==> src/verilog/fc_login_pkg.sv <==
// Constants, types and helpers shared by the login and task-management logic
package fc_login_pkg;

  // ==========================================================
  // Register map
  localparam logic [7:0] REG_CTRL = 8'h00;
  localparam logic [7:0] REG_UNIT_ID = 8'h04;
  localparam logic [7:0] REG_STATUS = 8'h08;
  localparam logic [7:0] REG_COMPANY = 8'h0C;
  localparam logic [7:0] REG_CONN_FS = 8'h10;
  localparam int CTRL_EN_BIT = 0;
  localparam int CTRL_LOGOUT_BIT = 1;
  localparam logic CTRL_EN_RESET = 1'b1;
  localparam logic [23:0] UNIT_ID_RESET = 24'h000000;

  // ==========================================================
  // Payload kinds and task management
  localparam logic [1:0] KIND_PLOGI = 2'h0;
  localparam logic [1:0] KIND_PRLI = 2'h1;
  localparam logic [1:0] KIND_PDISC = 2'h2;
  localparam logic [7:0] TMF_CLEAR_ACA = 8'h40;
  localparam logic [7:0] TMF_TARGET_RESET = 8'h20;
  localparam logic [7:0] TMF_TERMINATE = 8'h08;
  localparam logic [7:0] TMF_CLEAR_TASK_SET = 8'h04;
  localparam logic [7:0] TMF_ABORT_TASK_SET = 8'h02;
  localparam logic [7:0] RSP_COMPLETE = 8'h00;
  localparam logic [7:0] RSP_NOT_SUPP = 8'h04;
  localparam logic [7:0] RSP_REJECT = 8'h05;

  // ==========================================================
  // Login payload layout
  localparam logic [6:0] PLOGI_LEN = 7'd116;
  localparam logic [6:0] PRLI_LEN = 7'd20;
  localparam logic [6:0] IDX_MAX = 7'd127;
  localparam logic [6:0] IDX_CMD = 7'd0;
  localparam logic [6:0] IDX_VER_HI = 7'd4;
  localparam logic [6:0] IDX_VER_LO = 7'd5;
  localparam logic [6:0] IDX_CF = 7'd8;
  localparam logic [6:0] IDX_FSC_HI = 7'd10;
  localparam logic [6:0] IDX_FSC_LO = 7'd11;
  localparam logic [6:0] IDX_PORT = 7'd20;
  localparam logic [6:0] IDX_PN_LAST = 7'd27;
  localparam logic [6:0] IDX_CC1 = 7'd22;
  localparam logic [6:0] IDX_UI1 = 7'd25;
  localparam logic [6:0] IDX_CC2 = 7'd30;
  localparam logic [6:0] IDX_UI2 = 7'd33;
  localparam logic [6:0] IDX_SO = 7'd68;
  localparam logic [6:0] IDX_IC = 7'd70;
  localparam logic [6:0] IDX_FS3_HI = 7'd74;
  localparam logic [6:0] IDX_FS3_LO = 7'd75;
  localparam logic [6:0] IDX_CS = 7'd77;
  localparam logic [6:0] IDX_OS_HI = 7'd80;
  localparam logic [6:0] IDX_OS_LO = 7'd81;
  localparam logic [7:0] PLOGI_CMD = 8'h03;
  localparam logic [7:0] VERSION = 8'h09;
  localparam int CF_CIO_BIT = 7;
  localparam int CF_NF_BIT = 4;
  localparam int CF_ACM_BIT = 3;
  localparam int SO_VALID_BIT = 7;
  localparam int IC_PA_HI_BIT = 5;
  localparam int FS_W = 12;
  localparam logic [11:0] FS_MIN = 12'h080;
  localparam logic [11:0] FS_MAX = 12'h840;
  localparam logic [11:0] FS_ALIGN = 12'h003;
  localparam logic [15:0] BB_CREDIT = 16'h0000;
  localparam logic [6:0] PRLI_HDR_LEN = 7'd5;
  localparam logic [39:0] PRLI_REQ_HDR = 40'h2010001408;

  // Accept templates, byte 0 in the top bits; variable fields are overlaid
  localparam logic [927:0] PLOGI_ACC = {
    128'h0200_0000_0909_0000_8800_0000_00FF_0001,
    128'h0000_01F4_2000_0000_0000_0000_2000_0000,
    256'h0,
    128'h0000_0000_8000_0000_0000_0000_00FF_0000,
    128'h0001_0000_0000_0000_0000_0000_0000_0000,
    160'h0};
  localparam logic [159:0] PRLI_ACC = 160'h0210_0014_0800_2100_0000_0000_0000_0000_0000_0012;

  // ==========================================================
  // States
  typedef enum logic [4:0] {
    ST_IDLE = 5'b00001,
    ST_RX = 5'b00010,
    ST_DECIDE = 5'b00100,
    ST_LOAD = 5'b01000,
    ST_TX = 5'b10000
  } main_st_t;

  // Receive-size window and word alignment
  function automatic logic fs_ok(input logic [15:0] v);
    logic [11:0] f;
    f = v[FS_W-1:0];
    return (f > FS_MIN) && (f < FS_MAX) && ((f & FS_ALIGN) == 12'h000);
  endfunction : fs_ok

endpackage : fc_login_pkg

==> src/verilog/plogi_field_check.sv <==
// Captures and checks the fields of an incoming port login payload
`timescale 1ns/100ps
module plogi_field_check
  import fc_login_pkg::*;
(
  input wire logic clk_i,             // System clock
  input wire logic rst_i,             // Async reset, high
  input wire logic take_i,            // Byte accepted this cycle
  input wire logic [6:0] idx_i,       // Byte position in payload
  input wire logic [7:0] data_i,      // Payload byte
  output logic ok_o,                  // All checked fields pass
  output logic [11:0] fs3_o,          // Class-3 receive_data_size
  output logic [63:0] port_name_o     // Initiator port_name_field
);

  typedef struct packed {
    logic [7:0] cmd;
    logic [7:0] ver_hi;
    logic [7:0] ver_lo;
    logic [7:0] cf;
    logic [15:0] fsc;
    logic [7:0] so;
    logic [7:0] ic;
    logic [15:0] fs3;
    logic [7:0] cs;
    logic [15:0] os;
    logic [63:0] pn;
  } chk_t;

  chk_t s;
  chk_t next_s;

  // ==========================================================
  // Capture; credit, node name and unchecked bytes are dropped
  always_comb begin
    next_s = s;
    if (take_i) begin
      if (idx_i == IDX_CMD) begin
        next_s.cmd = data_i;
      end else if (idx_i == IDX_VER_HI) begin
        next_s.ver_hi = data_i;
      end else if (idx_i == IDX_VER_LO) begin
        next_s.ver_lo = data_i;
      end else if (idx_i == IDX_CF) begin
        next_s.cf = data_i;
      end else if (idx_i == IDX_FSC_HI) begin
        next_s.fsc[15:8] = data_i;
      end else if (idx_i == IDX_FSC_LO) begin
        next_s.fsc[7:0] = data_i;
      end else if (idx_i >= IDX_PORT && idx_i <= IDX_PN_LAST) begin
        next_s.pn[3'(IDX_PN_LAST - idx_i)*8 +: 8] = data_i;
      end else if (idx_i == IDX_SO) begin
        next_s.so = data_i;
      end else if (idx_i == IDX_IC) begin
        next_s.ic = data_i;
      end else if (idx_i == IDX_FS3_HI) begin
        next_s.fs3[15:8] = data_i;
      end else if (idx_i == IDX_FS3_LO) begin
        next_s.fs3[7:0] = data_i;
      end else if (idx_i == IDX_CS) begin
        next_s.cs = data_i;
      end else if (idx_i == IDX_OS_HI) begin
        next_s.os[15:8] = data_i;
      end else if (idx_i == IDX_OS_LO) begin
        next_s.os[7:0] = data_i;
      end
    end
  end

  always_ff @(posedge clk_i or posedge rst_i) begin
    if (rst_i) begin
      s <= '0;
    end else begin
      s <= next_s;
    end
  end

  // ==========================================================
  // Verdict; random offset bit and the other option bits are not looked at
  assign ok_o = (s.cmd == PLOGI_CMD) && (s.ver_hi == VERSION)
    && (s.ver_lo == VERSION)
    && s.cf[CF_CIO_BIT] && !s.cf[CF_NF_BIT] && s.cf[CF_ACM_BIT]
    && fs_ok(s.fsc) && fs_ok(s.fs3)
    && s.so[SO_VALID_BIT]
    && !s.ic[IC_PA_HI_BIT]
    && (s.cs != 8'h00)
    && (s.os != 16'h0000);
  assign fs3_o = s.fs3[FS_W-1:0];
  assign port_name_o = s.pn;

endmodule : plogi_field_check

==> src/verilog/accept_payload_rom.sv <==
// Produces one byte of the port or process login accept payload
`timescale 1ns/100ps
module accept_payload_rom
  import fc_login_pkg::*;
(
  input wire logic prli_i,            // Process login accept selected
  input wire logic [6:0] idx_i,       // Byte position
  input wire logic [11:0] fs_i,       // receive_data_size to return
  input wire logic [1:0] port_i,      // Where the login arrived
  input wire logic [23:0] ui_i,       // unit_unique_identifier
  input wire logic [23:0] cc_i,       // company_identifier_bytes
  output logic [7:0] byte_o           // Payload byte
);

  always_comb begin
    byte_o = 8'h00;
    if (prli_i) begin
      if (idx_i < PRLI_LEN) begin
        byte_o = PRLI_ACC[8'(PRLI_LEN - 7'd1 - idx_i)*8 +: 8];
      end
    end else if (idx_i < PLOGI_LEN) begin
      byte_o = PLOGI_ACC[10'(PLOGI_LEN - 7'd1 - idx_i)*8 +: 8];
      if (idx_i == IDX_FSC_HI || idx_i == IDX_FS3_HI) begin
        byte_o = {4'h0, fs_i[11:8]};
      end else if (idx_i == IDX_FSC_LO || idx_i == IDX_FS3_LO) begin
        byte_o = fs_i[7:0];
      end else if (idx_i == IDX_PORT) begin
        byte_o = byte_o | {6'h00, port_i};
      end else if (idx_i >= IDX_CC1 && idx_i < IDX_UI1) begin
        byte_o = cc_i[5'(IDX_UI1 - 7'd1 - idx_i)*8 +: 8];
      end else if (idx_i >= IDX_UI1 && idx_i < IDX_UI1 + 7'd3) begin
        byte_o = ui_i[5'(IDX_UI1 + 7'd2 - idx_i)*8 +: 8];
      end else if (idx_i >= IDX_CC2 && idx_i < IDX_UI2) begin
        byte_o = cc_i[5'(IDX_UI2 - 7'd1 - idx_i)*8 +: 8];
      end else if (idx_i >= IDX_UI2 && idx_i < IDX_UI2 + 7'd3) begin
        byte_o = ui_i[5'(IDX_UI2 + 7'd2 - idx_i)*8 +: 8];
      end
    end
  end

endmodule : accept_payload_rom

==> src/verilog/fc_login_task_mgmt_handler.sv <==
// Target-side login payload checker, accept builder and task-management answerer
// How it works
// - Four management functions done; terminate unsupported
// - Answer codes 00 complete, 04 unsupported, 05 rejected
// - Incoming credit ignored; own credit zero
// - Require offset 1, node port, alternate credit
// - Random offset unchecked, returned as zero
// - Both sizes between 128, 2112, word-aligned
// - Only class-3 size used for framing
// - Class-3 size copied into accept, applied
// - Port name kept; changed pairing logs out
// - Node name neither checked nor kept
// - Class-valid must be one; others ignored
// - Process association 10 or 11 rejected
// - Concurrent sequences must exceed zero
// - Open sequences per exchange exceed zero
// - Fixed accept header, features 88, zero classes
// - Port digit: node 0, first 1, second 2
// - Unit identifier in port and node names
// - Company identifier at bytes 22, 30
// - Process accept 02 10 00 14, 21, 12
//
// Design decisions made here: the address map and strobed register access.
`timescale 1ns/100ps
module fc_login_task_mgmt_handler
  import fc_login_pkg::*;
#(
  parameter int SLOTS = 4,
  parameter logic [23:0] COMPANY_ID = 24'h5A3C01 // Arbitrary value
) (
  input wire logic clk_i,             // System clock, 10 MHz
  input wire logic rst_i,             // Async reset, high
  input wire logic ce_i,              // Clock enable
  input wire logic [7:0] reg_addr_i,  // Register byte address
  input wire logic [31:0] reg_wdata_i, // Register write data
  input wire logic reg_wr_i,          // Write strobe
  input wire logic reg_rd_i,          // Read strobe
  output logic [31:0] reg_rdata_o,    // Read data, cycle after strobe
  input wire logic rx_valid_i,        // Login payload byte valid
  output logic rx_ready_o,            // Payload byte taken
  input wire logic [7:0] rx_data_i,   // Payload byte
  input wire logic rx_last_i,         // Last payload byte
  input wire logic [1:0] rx_kind_i,   // Payload kind
  input wire logic [7:0] rx_alpa_i,   // Initiator loop address
  input wire logic [1:0] rx_port_i,   // Arrival: node, first, second
  output logic rsp_valid_o,           // Verdict pulse
  output logic rsp_accept_o,          // Accept, else link-service reject
  output logic tx_valid_o,            // Accept byte valid
  input wire logic tx_ready_i,        // Accept byte taken
  output logic [7:0] tx_data_o,       // Accept byte
  output logic tx_last_o,             // Last accept byte
  input wire logic tmf_valid_i,       // Management request pulse
  input wire logic [7:0] tmf_func_i,  // Management flags
  output logic tmf_done_o,            // Management answer pulse
  output logic [7:0] tmf_code_o,      // Management answer code
  output logic [3:0] tmf_action_o,    // ACA, reset, clear set, abort set
  output logic [11:0] conn_fs_o,      // Frame size in force
  output logic [15:0] bb_credit_o     // Own buffer credit
);

  localparam int SW = (SLOTS > 1) ? $clog2(SLOTS) : 1;

  typedef struct packed {
    main_st_t st;
    logic [1:0] kind;
    logic [7:0] alpa;
    logic [1:0] port;
    logic [6:0] idx;
    logic hdr_bad;
    logic rsp_valid;
    logic rsp_accept;
    logic tx_prli;
    logic [6:0] tx_idx;
    logic [6:0] tx_len;
    logic [11:0] tx_fs;
    logic [7:0] tx_byte;
    logic tmf_done;
    logic [7:0] tmf_code;
    logic [3:0] tmf_act;
    logic enable;
    logic [23:0] ui;
    logic [31:0] rdata;
    logic last_rjt;
    logic [11:0] conn_fs;
    logic [SLOTS-1:0] slot_v;
    logic [SLOTS-1:0][7:0] slot_alpa;
    logic [SLOTS-1:0][63:0] slot_pn;
    logic [SLOTS-1:0][11:0] slot_fs;
  } state_t;

  state_t s;
  state_t next_s;

  // Slot holding an address, or the first free slot
  function automatic logic [SW:0] find_slot(input logic [SLOTS-1:0] v,
      input logic [SLOTS-1:0][7:0] al, input logic [7:0] a, input logic want_free);
    logic [SW:0] r;
    r = '0;
    for (int i = SLOTS - 1; i >= 0; i--) begin
      if (want_free ? !v[i] : (v[i] && al[i] == a)) begin
        r = {1'b1, SW'(i)};
      end
    end
    return r;
  endfunction : find_slot

  logic rx_take;
  logic [6:0] cur_idx;
  logic hdr_mis;
  logic chk_ok;
  logic [11:0] chk_fs3;
  logic [63:0] chk_pn;
  logic [SW:0] hit;
  logic [SW:0] free;
  logic [6:0] rom_idx;
  logic [7:0] rom_byte;
  logic tx_is_last;

  assign rx_ready_o = ce_i && (s.st == ST_IDLE || s.st == ST_RX);
  assign rx_take = rx_valid_i && rx_ready_o;
  assign cur_idx = (s.st == ST_IDLE) ? 7'd0 : s.idx;
  assign hdr_mis = (cur_idx < PRLI_HDR_LEN) &&
    (rx_data_i != PRLI_REQ_HDR[6'(PRLI_HDR_LEN - 7'd1 - cur_idx)*8 +: 8]);
  assign hit = find_slot(s.slot_v, s.slot_alpa, s.alpa, 1'b0);
  assign free = find_slot(s.slot_v, s.slot_alpa, s.alpa, 1'b1);
  assign rom_idx = (s.st == ST_TX) ? 7'(s.tx_idx + 7'd1) : s.tx_idx;
  assign tx_is_last = (s.tx_idx == 7'(s.tx_len - 7'd1));

  plogi_field_check u_check (
    .clk_i(clk_i),
    .rst_i(rst_i),
    .take_i(rx_take),
    .idx_i(cur_idx),
    .data_i(rx_data_i),
    .ok_o(chk_ok),
    .fs3_o(chk_fs3),
    .port_name_o(chk_pn)
  );

  accept_payload_rom u_rom (
    .prli_i(s.tx_prli),
    .idx_i(rom_idx),
    .fs_i(s.tx_fs),
    .port_i(s.port),
    .ui_i(s.ui),
    .cc_i(COMPANY_ID),
    .byte_o(rom_byte)
  );

  // ==========================================================
  // Next state
  always_comb begin
    next_s = s;
    next_s.rsp_valid = 1'b0;
    next_s.tmf_done = 1'b0;
    next_s.tmf_act = 4'h0;
    next_s.rdata = 32'h0000_0000;
    if (reg_wr_i) begin
      if (reg_addr_i == REG_CTRL) begin
        next_s.enable = reg_wdata_i[CTRL_EN_BIT];
        if (reg_wdata_i[CTRL_LOGOUT_BIT]) begin
          next_s.slot_v = '0;
        end
      end else if (reg_addr_i == REG_UNIT_ID) begin
        next_s.ui = reg_wdata_i[23:0];
      end
    end
    if (reg_rd_i) begin
      if (reg_addr_i == REG_CTRL) begin
        next_s.rdata = {31'h0000_0000, s.enable};
      end else if (reg_addr_i == REG_UNIT_ID) begin
        next_s.rdata = {8'h00, s.ui};
      end else if (reg_addr_i == REG_STATUS) begin
        next_s.rdata = {8'h00, s.tmf_code, 7'h00, s.last_rjt, 8'(s.slot_v)};
      end else if (reg_addr_i == REG_COMPANY) begin
        next_s.rdata = {8'h00, COMPANY_ID};
      end else if (reg_addr_i == REG_CONN_FS) begin
        next_s.rdata = {20'h00000, s.conn_fs};
      end
    end
    if (tmf_valid_i) begin
      next_s.tmf_done = 1'b1;
      if ($countones(tmf_func_i) != 1) begin
        next_s.tmf_code = RSP_REJECT;
      end else if (tmf_func_i == TMF_TERMINATE) begin
        next_s.tmf_code = RSP_NOT_SUPP;
      end else if (tmf_func_i == TMF_CLEAR_ACA || tmf_func_i == TMF_TARGET_RESET ||
          tmf_func_i == TMF_CLEAR_TASK_SET || tmf_func_i == TMF_ABORT_TASK_SET) begin
        next_s.tmf_code = RSP_COMPLETE;
        next_s.tmf_act = {tmf_func_i == TMF_CLEAR_ACA, tmf_func_i == TMF_TARGET_RESET,
          tmf_func_i == TMF_CLEAR_TASK_SET, tmf_func_i == TMF_ABORT_TASK_SET};
      end else begin
        next_s.tmf_code = RSP_NOT_SUPP;
      end
    end
    case (s.st)
      ST_IDLE: begin
        if (rx_take) begin
          next_s.kind = rx_kind_i;
          next_s.alpa = rx_alpa_i;
          next_s.port = rx_port_i;
          next_s.idx = 7'd1;
          next_s.hdr_bad = hdr_mis;
          next_s.st = rx_last_i ? ST_DECIDE : ST_RX;
        end
      end
      ST_RX: begin
        if (rx_take) begin
          next_s.idx = (s.idx == IDX_MAX) ? s.idx : 7'(s.idx + 7'd1);
          next_s.hdr_bad = s.hdr_bad | hdr_mis;
          if (rx_last_i) begin
            next_s.st = ST_DECIDE;
          end
        end
      end
      ST_DECIDE: begin
        next_s.rsp_valid = 1'b1;
        next_s.rsp_accept = 1'b0;
        next_s.tx_idx = 7'd0;
        next_s.tx_prli = 1'b0;
        next_s.tx_len = PLOGI_LEN;
        case (s.kind)
          KIND_PLOGI: begin
            if (s.enable && chk_ok && s.idx == PLOGI_LEN && (hit[SW] || free[SW])) begin
              next_s.rsp_accept = 1'b1;
              if (hit[SW]) begin
                next_s.slot_fs[hit[SW-1:0]] = chk_fs3;
                next_s.slot_pn[hit[SW-1:0]] = chk_pn;
              end else begin
                next_s.slot_v[free[SW-1:0]] = 1'b1;
                next_s.slot_alpa[free[SW-1:0]] = s.alpa;
                next_s.slot_fs[free[SW-1:0]] = chk_fs3;
                next_s.slot_pn[free[SW-1:0]] = chk_pn;
              end
              next_s.conn_fs = chk_fs3;
              next_s.tx_fs = chk_fs3;
            end
          end
          KIND_PRLI: begin
            if (s.enable && hit[SW] && !s.hdr_bad && s.idx == PRLI_LEN) begin
              next_s.rsp_accept = 1'b1;
              next_s.tx_prli = 1'b1;
              next_s.tx_len = PRLI_LEN;
            end
          end
          KIND_PDISC: begin
            if (hit[SW] && s.slot_pn[hit[SW-1:0]] == chk_pn) begin
              next_s.rsp_accept = 1'b1;
              next_s.tx_fs = s.slot_fs[hit[SW-1:0]];
            end else if (hit[SW]) begin
              next_s.slot_v[hit[SW-1:0]] = 1'b0;
            end
          end
          default: begin
            next_s.rsp_accept = 1'b0;
          end
        endcase
        next_s.last_rjt = !next_s.rsp_accept;
        next_s.st = next_s.rsp_accept ? ST_LOAD : ST_IDLE;
      end
      ST_LOAD: begin
        next_s.tx_byte = rom_byte;
        next_s.st = ST_TX;
      end
      ST_TX: begin
        if (tx_ready_i) begin
          if (tx_is_last) begin
            next_s.st = ST_IDLE;
          end else begin
            next_s.tx_idx = 7'(s.tx_idx + 7'd1);
            next_s.tx_byte = rom_byte;
          end
        end
      end
      default: begin
        next_s.st = ST_IDLE;
      end
    endcase
  end

  always_ff @(posedge clk_i or posedge rst_i) begin
    if (rst_i) begin
      s <= '0;
      s.st <= ST_IDLE;
      s.enable <= CTRL_EN_RESET;
      s.ui <= UNIT_ID_RESET;
    end else if (ce_i) begin
      s <= next_s;
    end
  end

  // ==========================================================
  // Outputs
  assign reg_rdata_o = s.rdata;
  assign rsp_valid_o = s.rsp_valid;
  assign rsp_accept_o = s.rsp_accept;
  assign tx_valid_o = ce_i && (s.st == ST_TX);
  assign tx_data_o = s.tx_byte;
  assign tx_last_o = tx_valid_o && tx_is_last;
  assign tmf_done_o = s.tmf_done;
  assign tmf_code_o = s.tmf_code;
  assign tmf_action_o = s.tmf_act;
  assign conn_fs_o = s.conn_fs;
  assign bb_credit_o = BB_CREDIT;

  // ==========================================================
  // Checks
  property p_tmf_abort;
    @(posedge clk_i) disable iff (rst_i)
    (ce_i && tmf_valid_i && tmf_func_i == TMF_ABORT_TASK_SET)
      |=> (tmf_done_o && tmf_code_o == RSP_COMPLETE && tmf_action_o == 4'h1);
  endproperty
  a_tmf_abort: assert property (p_tmf_abort) else $error("abort set not completed");

  property p_tmf_term;
    @(posedge clk_i) disable iff (rst_i)
    (ce_i && tmf_valid_i && tmf_func_i == TMF_TERMINATE)
      |=> (tmf_code_o == RSP_NOT_SUPP && tmf_action_o == 4'h0);
  endproperty
  a_tmf_term: assert property (p_tmf_term) else $error("terminate not refused");

  property p_tmf_rej;
    @(posedge clk_i) disable iff (rst_i)
    (ce_i && tmf_valid_i && $countones(tmf_func_i) > 1) |=> tmf_code_o == RSP_REJECT;
  endproperty
  a_tmf_rej: assert property (p_tmf_rej) else $error("multi-flag request not rejected");

  property p_bad_login;
    @(posedge clk_i) disable iff (rst_i)
    (ce_i && s.st == ST_DECIDE && s.kind == KIND_PLOGI && !chk_ok)
      |=> (rsp_valid_o && !rsp_accept_o) ##1 !tx_valid_o;
  endproperty
  a_bad_login: assert property (p_bad_login) else $error("bad login accepted");

  property p_acc_head;
    @(posedge clk_i) disable iff (rst_i)
    (tx_valid_o && !s.tx_prli && s.tx_idx == IDX_CF) |-> tx_data_o == 8'h88;
  endproperty
  a_acc_head: assert property (p_acc_head) else $error("accept features wrong");

  property p_port_digit;
    @(posedge clk_i) disable iff (rst_i)
    (tx_valid_o && !s.tx_prli && s.tx_idx == IDX_PORT) |-> tx_data_o == {6'h08, s.port};
  endproperty
  a_port_digit: assert property (p_port_digit) else $error("port digit wrong");

  property p_fs_copy;
    @(posedge clk_i) disable iff (rst_i)
    (tx_valid_o && !s.tx_prli && s.tx_idx == IDX_FS3_LO) |-> tx_data_o == s.tx_fs[7:0];
  endproperty
  a_fs_copy: assert property (p_fs_copy) else $error("class-3 size not returned");

  property p_prli_tail;
    @(posedge clk_i) disable iff (rst_i)
    (tx_valid_o && s.tx_prli && tx_last_o) |-> (tx_data_o == 8'h12 && s.tx_idx == 7'd19);
  endproperty
  a_prli_tail: assert property (p_prli_tail) else $error("process accept tail wrong");

  property p_pdisc_out;
    @(posedge clk_i) disable iff (rst_i)
    (ce_i && s.st == ST_DECIDE && s.kind == KIND_PDISC && hit[SW]
      && s.slot_pn[hit[SW-1:0]] != chk_pn)
      |=> (!rsp_accept_o && $countones(s.slot_v) == $countones($past(s.slot_v)) - 1);
  endproperty
  a_pdisc_out: assert property (p_pdisc_out) else $error("changed name not logged out");

endmodule : fc_login_task_mgmt_handler

==> config.mk <==
export PLATFORM = sky130hd
export DESIGN_NAME = fc_login_task_mgmt_handler
export DESIGN_NICKNAME = d
export VERILOG_FILES = /design/src/verilog/fc_login_pkg.sv /design/src/verilog/plogi_field_check.sv /design/src/verilog/accept_payload_rom.sv /design/src/verilog/fc_login_task_mgmt_handler.sv
export SDC_FILE = /design/constraint.sdc
export NUM_CORES = 2
export LEC_CHECK = 0
export BUFFER_PORTS_ARGS = -buffer_cell sky130_fd_sc_hd__buf_2
export CAP_MARGIN = 20
export CORE_MARGIN = 2
export CORE_UTILIZATION = 50
export CTS_BUF_LIST = sky130_fd_sc_hd__clkbuf_16
export DETAILED_ROUTE_END_ITERATION = 10
export GPL_TIMING_DRIVEN = 1
export PLACE_DENSITY = 0.75
export SYNTH_ARGS = -nofsm -noshare
export SYNTH_HDL_FRONTEND = slang
export SYNTH_SLANG_ARGS = --single-unit
export TNS_END_PERCENT = 50
==> constraint.sdc <==
create_clock -name clk_i -period 41.5 [get_ports clk_i]
set_input_delay 2.075 -clock clk_i [delete_from_list [all_inputs] [get_ports clk_i]]
set_output_delay 2.075 -clock clk_i [all_outputs]
set_load 0.02 [all_outputs]
==> flow_metrics.tcl <==
set metrics [dict create \
    setup-tns-final_ps 0 \
    synth_cells 2952 \
    crit_arrival_ps 6840 \
    pwr-share-clk_pct 39.5 \
    num_vias 24000 \
    finalWirelength_mm 88.4 \
    worstPathRequired_ps 42000 \
    yosys.cell_count.top_type "dfrtp_1" \
    yosys.area.top_type_share_pct 48.3 \
    hold_viol 0 \
    grt_pass1_wl_mm 138 \
    critical_path.max_fanout 57 \
    drt_first_iter_violations 2118 \
    power_frac_seq_pct 44.4 \
    grt_max_degree 91 \
    peakVddDrop_uv 29.5 \
    cts_tree "yes" \
    path_class "reg2reg" \
    die_h_um 254 \
    die_w_um 254 \
    power.density_nw_per_um2 42.4 \
    grt_usage_pct 27.5 \
    ys_warn_count 0 \
    comb_power_share_pct 16.1 \
    initial_core_util_pct 50.6 \
    cts_root_buffer "clkbuf_16" \
    wire_per_inst_um 23.1 \
    nets 3045 \
    drv_cap 0 \
    cts_setup_buffers 0 \
    rsz0062_at_grt "false" \
    htree_num_levels 3 \
    clock_path_buffers 3 \
    grt_pass1_vias 24000 \
    ys_seq_elements 607 \
    tightest_slew_ps 1190 \
    synth_area_leaders "dfrtp_1, mux2_2, nand2_1" \
    report.final.slew_viol_count 0 \
    hp-class "reg2reg" \
    post_route_cells_drive_above_1_share_pct 25.0 \
    place_hpwl_mm 56.9 \
    drc 0 \
    ctsResizeCount 0 \
    antenna_found_initial 7 \
    dieArea_um2 64600 \
    synth_ff_type "dfrtp_1" \
    io_buffer_count 124 \
    worst_clock_skew_ps 24.1 \
    cts.sink_count 607 \
    synth_cell_types 95 \
    synth-edff-count 0 \
    start_kind "flip-flop" \
    fin_crit_ps 6340 \
    yosysSeqAreaShare_pct 48.5 \
    area_growth_pct 8.93 \
    internal_power_w 0.00100 \
    switchingPower_w 0.000445 \
    vias_per_cell 6.28 \
    core_area_um2 61800 \
    nFillCells 5167 \
    timing.final.crit_share_pct 15.3 \
    ios 163 \
    grt_overflow 0 \
    path_clk_slew_ps 60 \
    num_rows 91 \
    async_flop_share_pct 100 \
    stdcell_count 3831 \
    gp_congestion 0.939 \
    synth_area_um2 31300 \
    setup_viol 0 \
    fmax_ghz 0.158 \
    p_leak_nw 16.0 \
    avgSynthCellArea_um2 10.6 \
    antenna_left 0 \
    dr.pass1.iters 7 \
    synth_common_cells "dfrtp_1, mux2_2, nand2_1" \
    slew_headroom_pct 20.6 \
    endpoint_kind "flip-flop" \
    switching_share_pct 30.8 \
    yosysTopAreaCell "dfrtp_1" \
    outcome "completed" \
    holdBufCountCts 0 \
    clock_latency_ps 620 \
    numCtsBuffers 67 \
    placedCellCount 3706 \
]
power by group through the flow:
stage	clock network, W	logic (W)	registers [W]
after floorplan	0	0.000170	0.000635
after global placement	0	0.000222	0.000649
after detailed placement	0	0.000227	0.000651
after CTS	0.000579	0.000228	0.000641
after global routing	0.000603	0.000250	0.000643
final	0.000572	0.000233	0.000641
final timing paths:
path	endpoint	slack, ps	cells after the start	from
max	s[243]$_DFFE_PP0P_	35160	11	s[472]$_DFFE_PP0P_
min in group asynchronous	u_check.s[140]$_DFFE_PP0P_	1530	2	rst_i
min reg2reg	rsp_valid_o$_DFFE_PP0P_	480	1	rsp_valid_o$_DFFE_PP0P_
max reg2reg	s[243]$_DFFE_PP0P_	35160	11	s[472]$_DFFE_PP0P_
max in group asynchronous	s[138]$_DFFE_PP0P_	37170	6	rst_i
min	rsp_valid_o$_DFFE_PP0P_	480	1	rsp_valid_o$_DFFE_PP0P_
cell type report:
type | count | area, um2 | share of cell area [%]
clock inverter | 48 | 403 | 1.18
inverter | 90 | 345 | 1.01
tap | 837 | 1050 | 3.07
antenna | 7 | 17.5 | 0.0514
clock buffer | 67 | 1680 | 4.92
sequential | 607 | 15200 | 44.5
multi-input combinational | 2009 | 14500 | 42.4
timing repair buffer | 166 | 971 | 2.85
worst max-delay path, cell delays in order (launching register included):
cell      delay, ps
dfrtp_1         720
xnor2_2         200
nand4_4         380
or3_1           740
nand2_1         210
nor3_1           80
buf_4           170
a311oi_1        520
and2_1          810
a21boi_4       1020
buf_4           850
mux2_2          420
state kept, by name (all words and copies together), names as in the netlist, 2 cells and up:
register	count
s	413
u_check.s	65
u_check.port_name_o	64
reg_rdata_o	24
conn_fs_o	12
u_check.fs3_o	12
tx_data_o	8
tmf_action_o	4
tmf_code_o	2
through the flow:
| stage | hold WS, ps | utilization [%] | setup WS [ps] | cell area (um2) | total power [W] |
|---|---|---|---|---|---|
| 2_1_floorplan | 447 | - | 22430 | 31400 | 0.000805 |
| 3_3_place_gp | 463 | 51.7 | 35080 | 31900 | 0.000871 |
| 3_5_place_dp | 469 | 51.7 | 34990 | 32000 | 0.000878 |
| 4_1_cts | 482 | 55.1 | 35300 | 34000 | 0.00145 |
| 5_1_grt | 500 | 55.2 | 34950 | 34100 | 0.00150 |
| 6_report | 480 | 55.2 | 35160 | 34100 | 0.00145 |
cell usage in the layout (no fill, tap or decap), types with 8 or more instances in the layout:
master     count
nor3_1        27
a31oi_1       31
a221oi_1      25
a211oi_1      14
o2bb2ai_1     13
a22o_1        13
mux2_2       429
buf_2        124
nor2b_1       14
clkinv_2       8
clkbuf_16     67
a21o_1        17
and3_1        50
nand4_1       51
nand2_1      294
o41ai_1        9
a21oi_1      138
xor2_1        18
xnor2_1       51
o21ai_0      180
and2_1        39
conb_1        30
inv_1         97
xnor2_2        9
nor2_1       109
or3_1         19
mux2_4         9
nor4_1        49
a22oi_1       24
buf_4         38
ha_1          23
o31ai_1       12
mux2i_1       18
o21a_1        13
dfrtp_1      605
o22ai_1       15
o211ai_1      14
nand3_1       93
clkinv_1      18
cell families after synthesis:
| family | synth area share (%) |
|---|---|
| other | 0.0120 |
| multiplexers | 16.4 |
| XOR/XNOR | 2.49 |
| AO/OA/AOI/OAI | 12.2 |
| AND/OR/NAND/NOR | 13.3 |
| buffers and inverters | 5.87 |
| adder cells (fa/ha/maj) | 1.17 |
| flip-flops | 48.5 |
layer usage:
layer  wire, um  global-route usage (%)
met1      35500                    35.8
met5          0                       0
met2      41500                    44.2
met4       4440                    13.9
met3       7030                    5.18
Note: power is estimated with default switching activity, not from simulation.
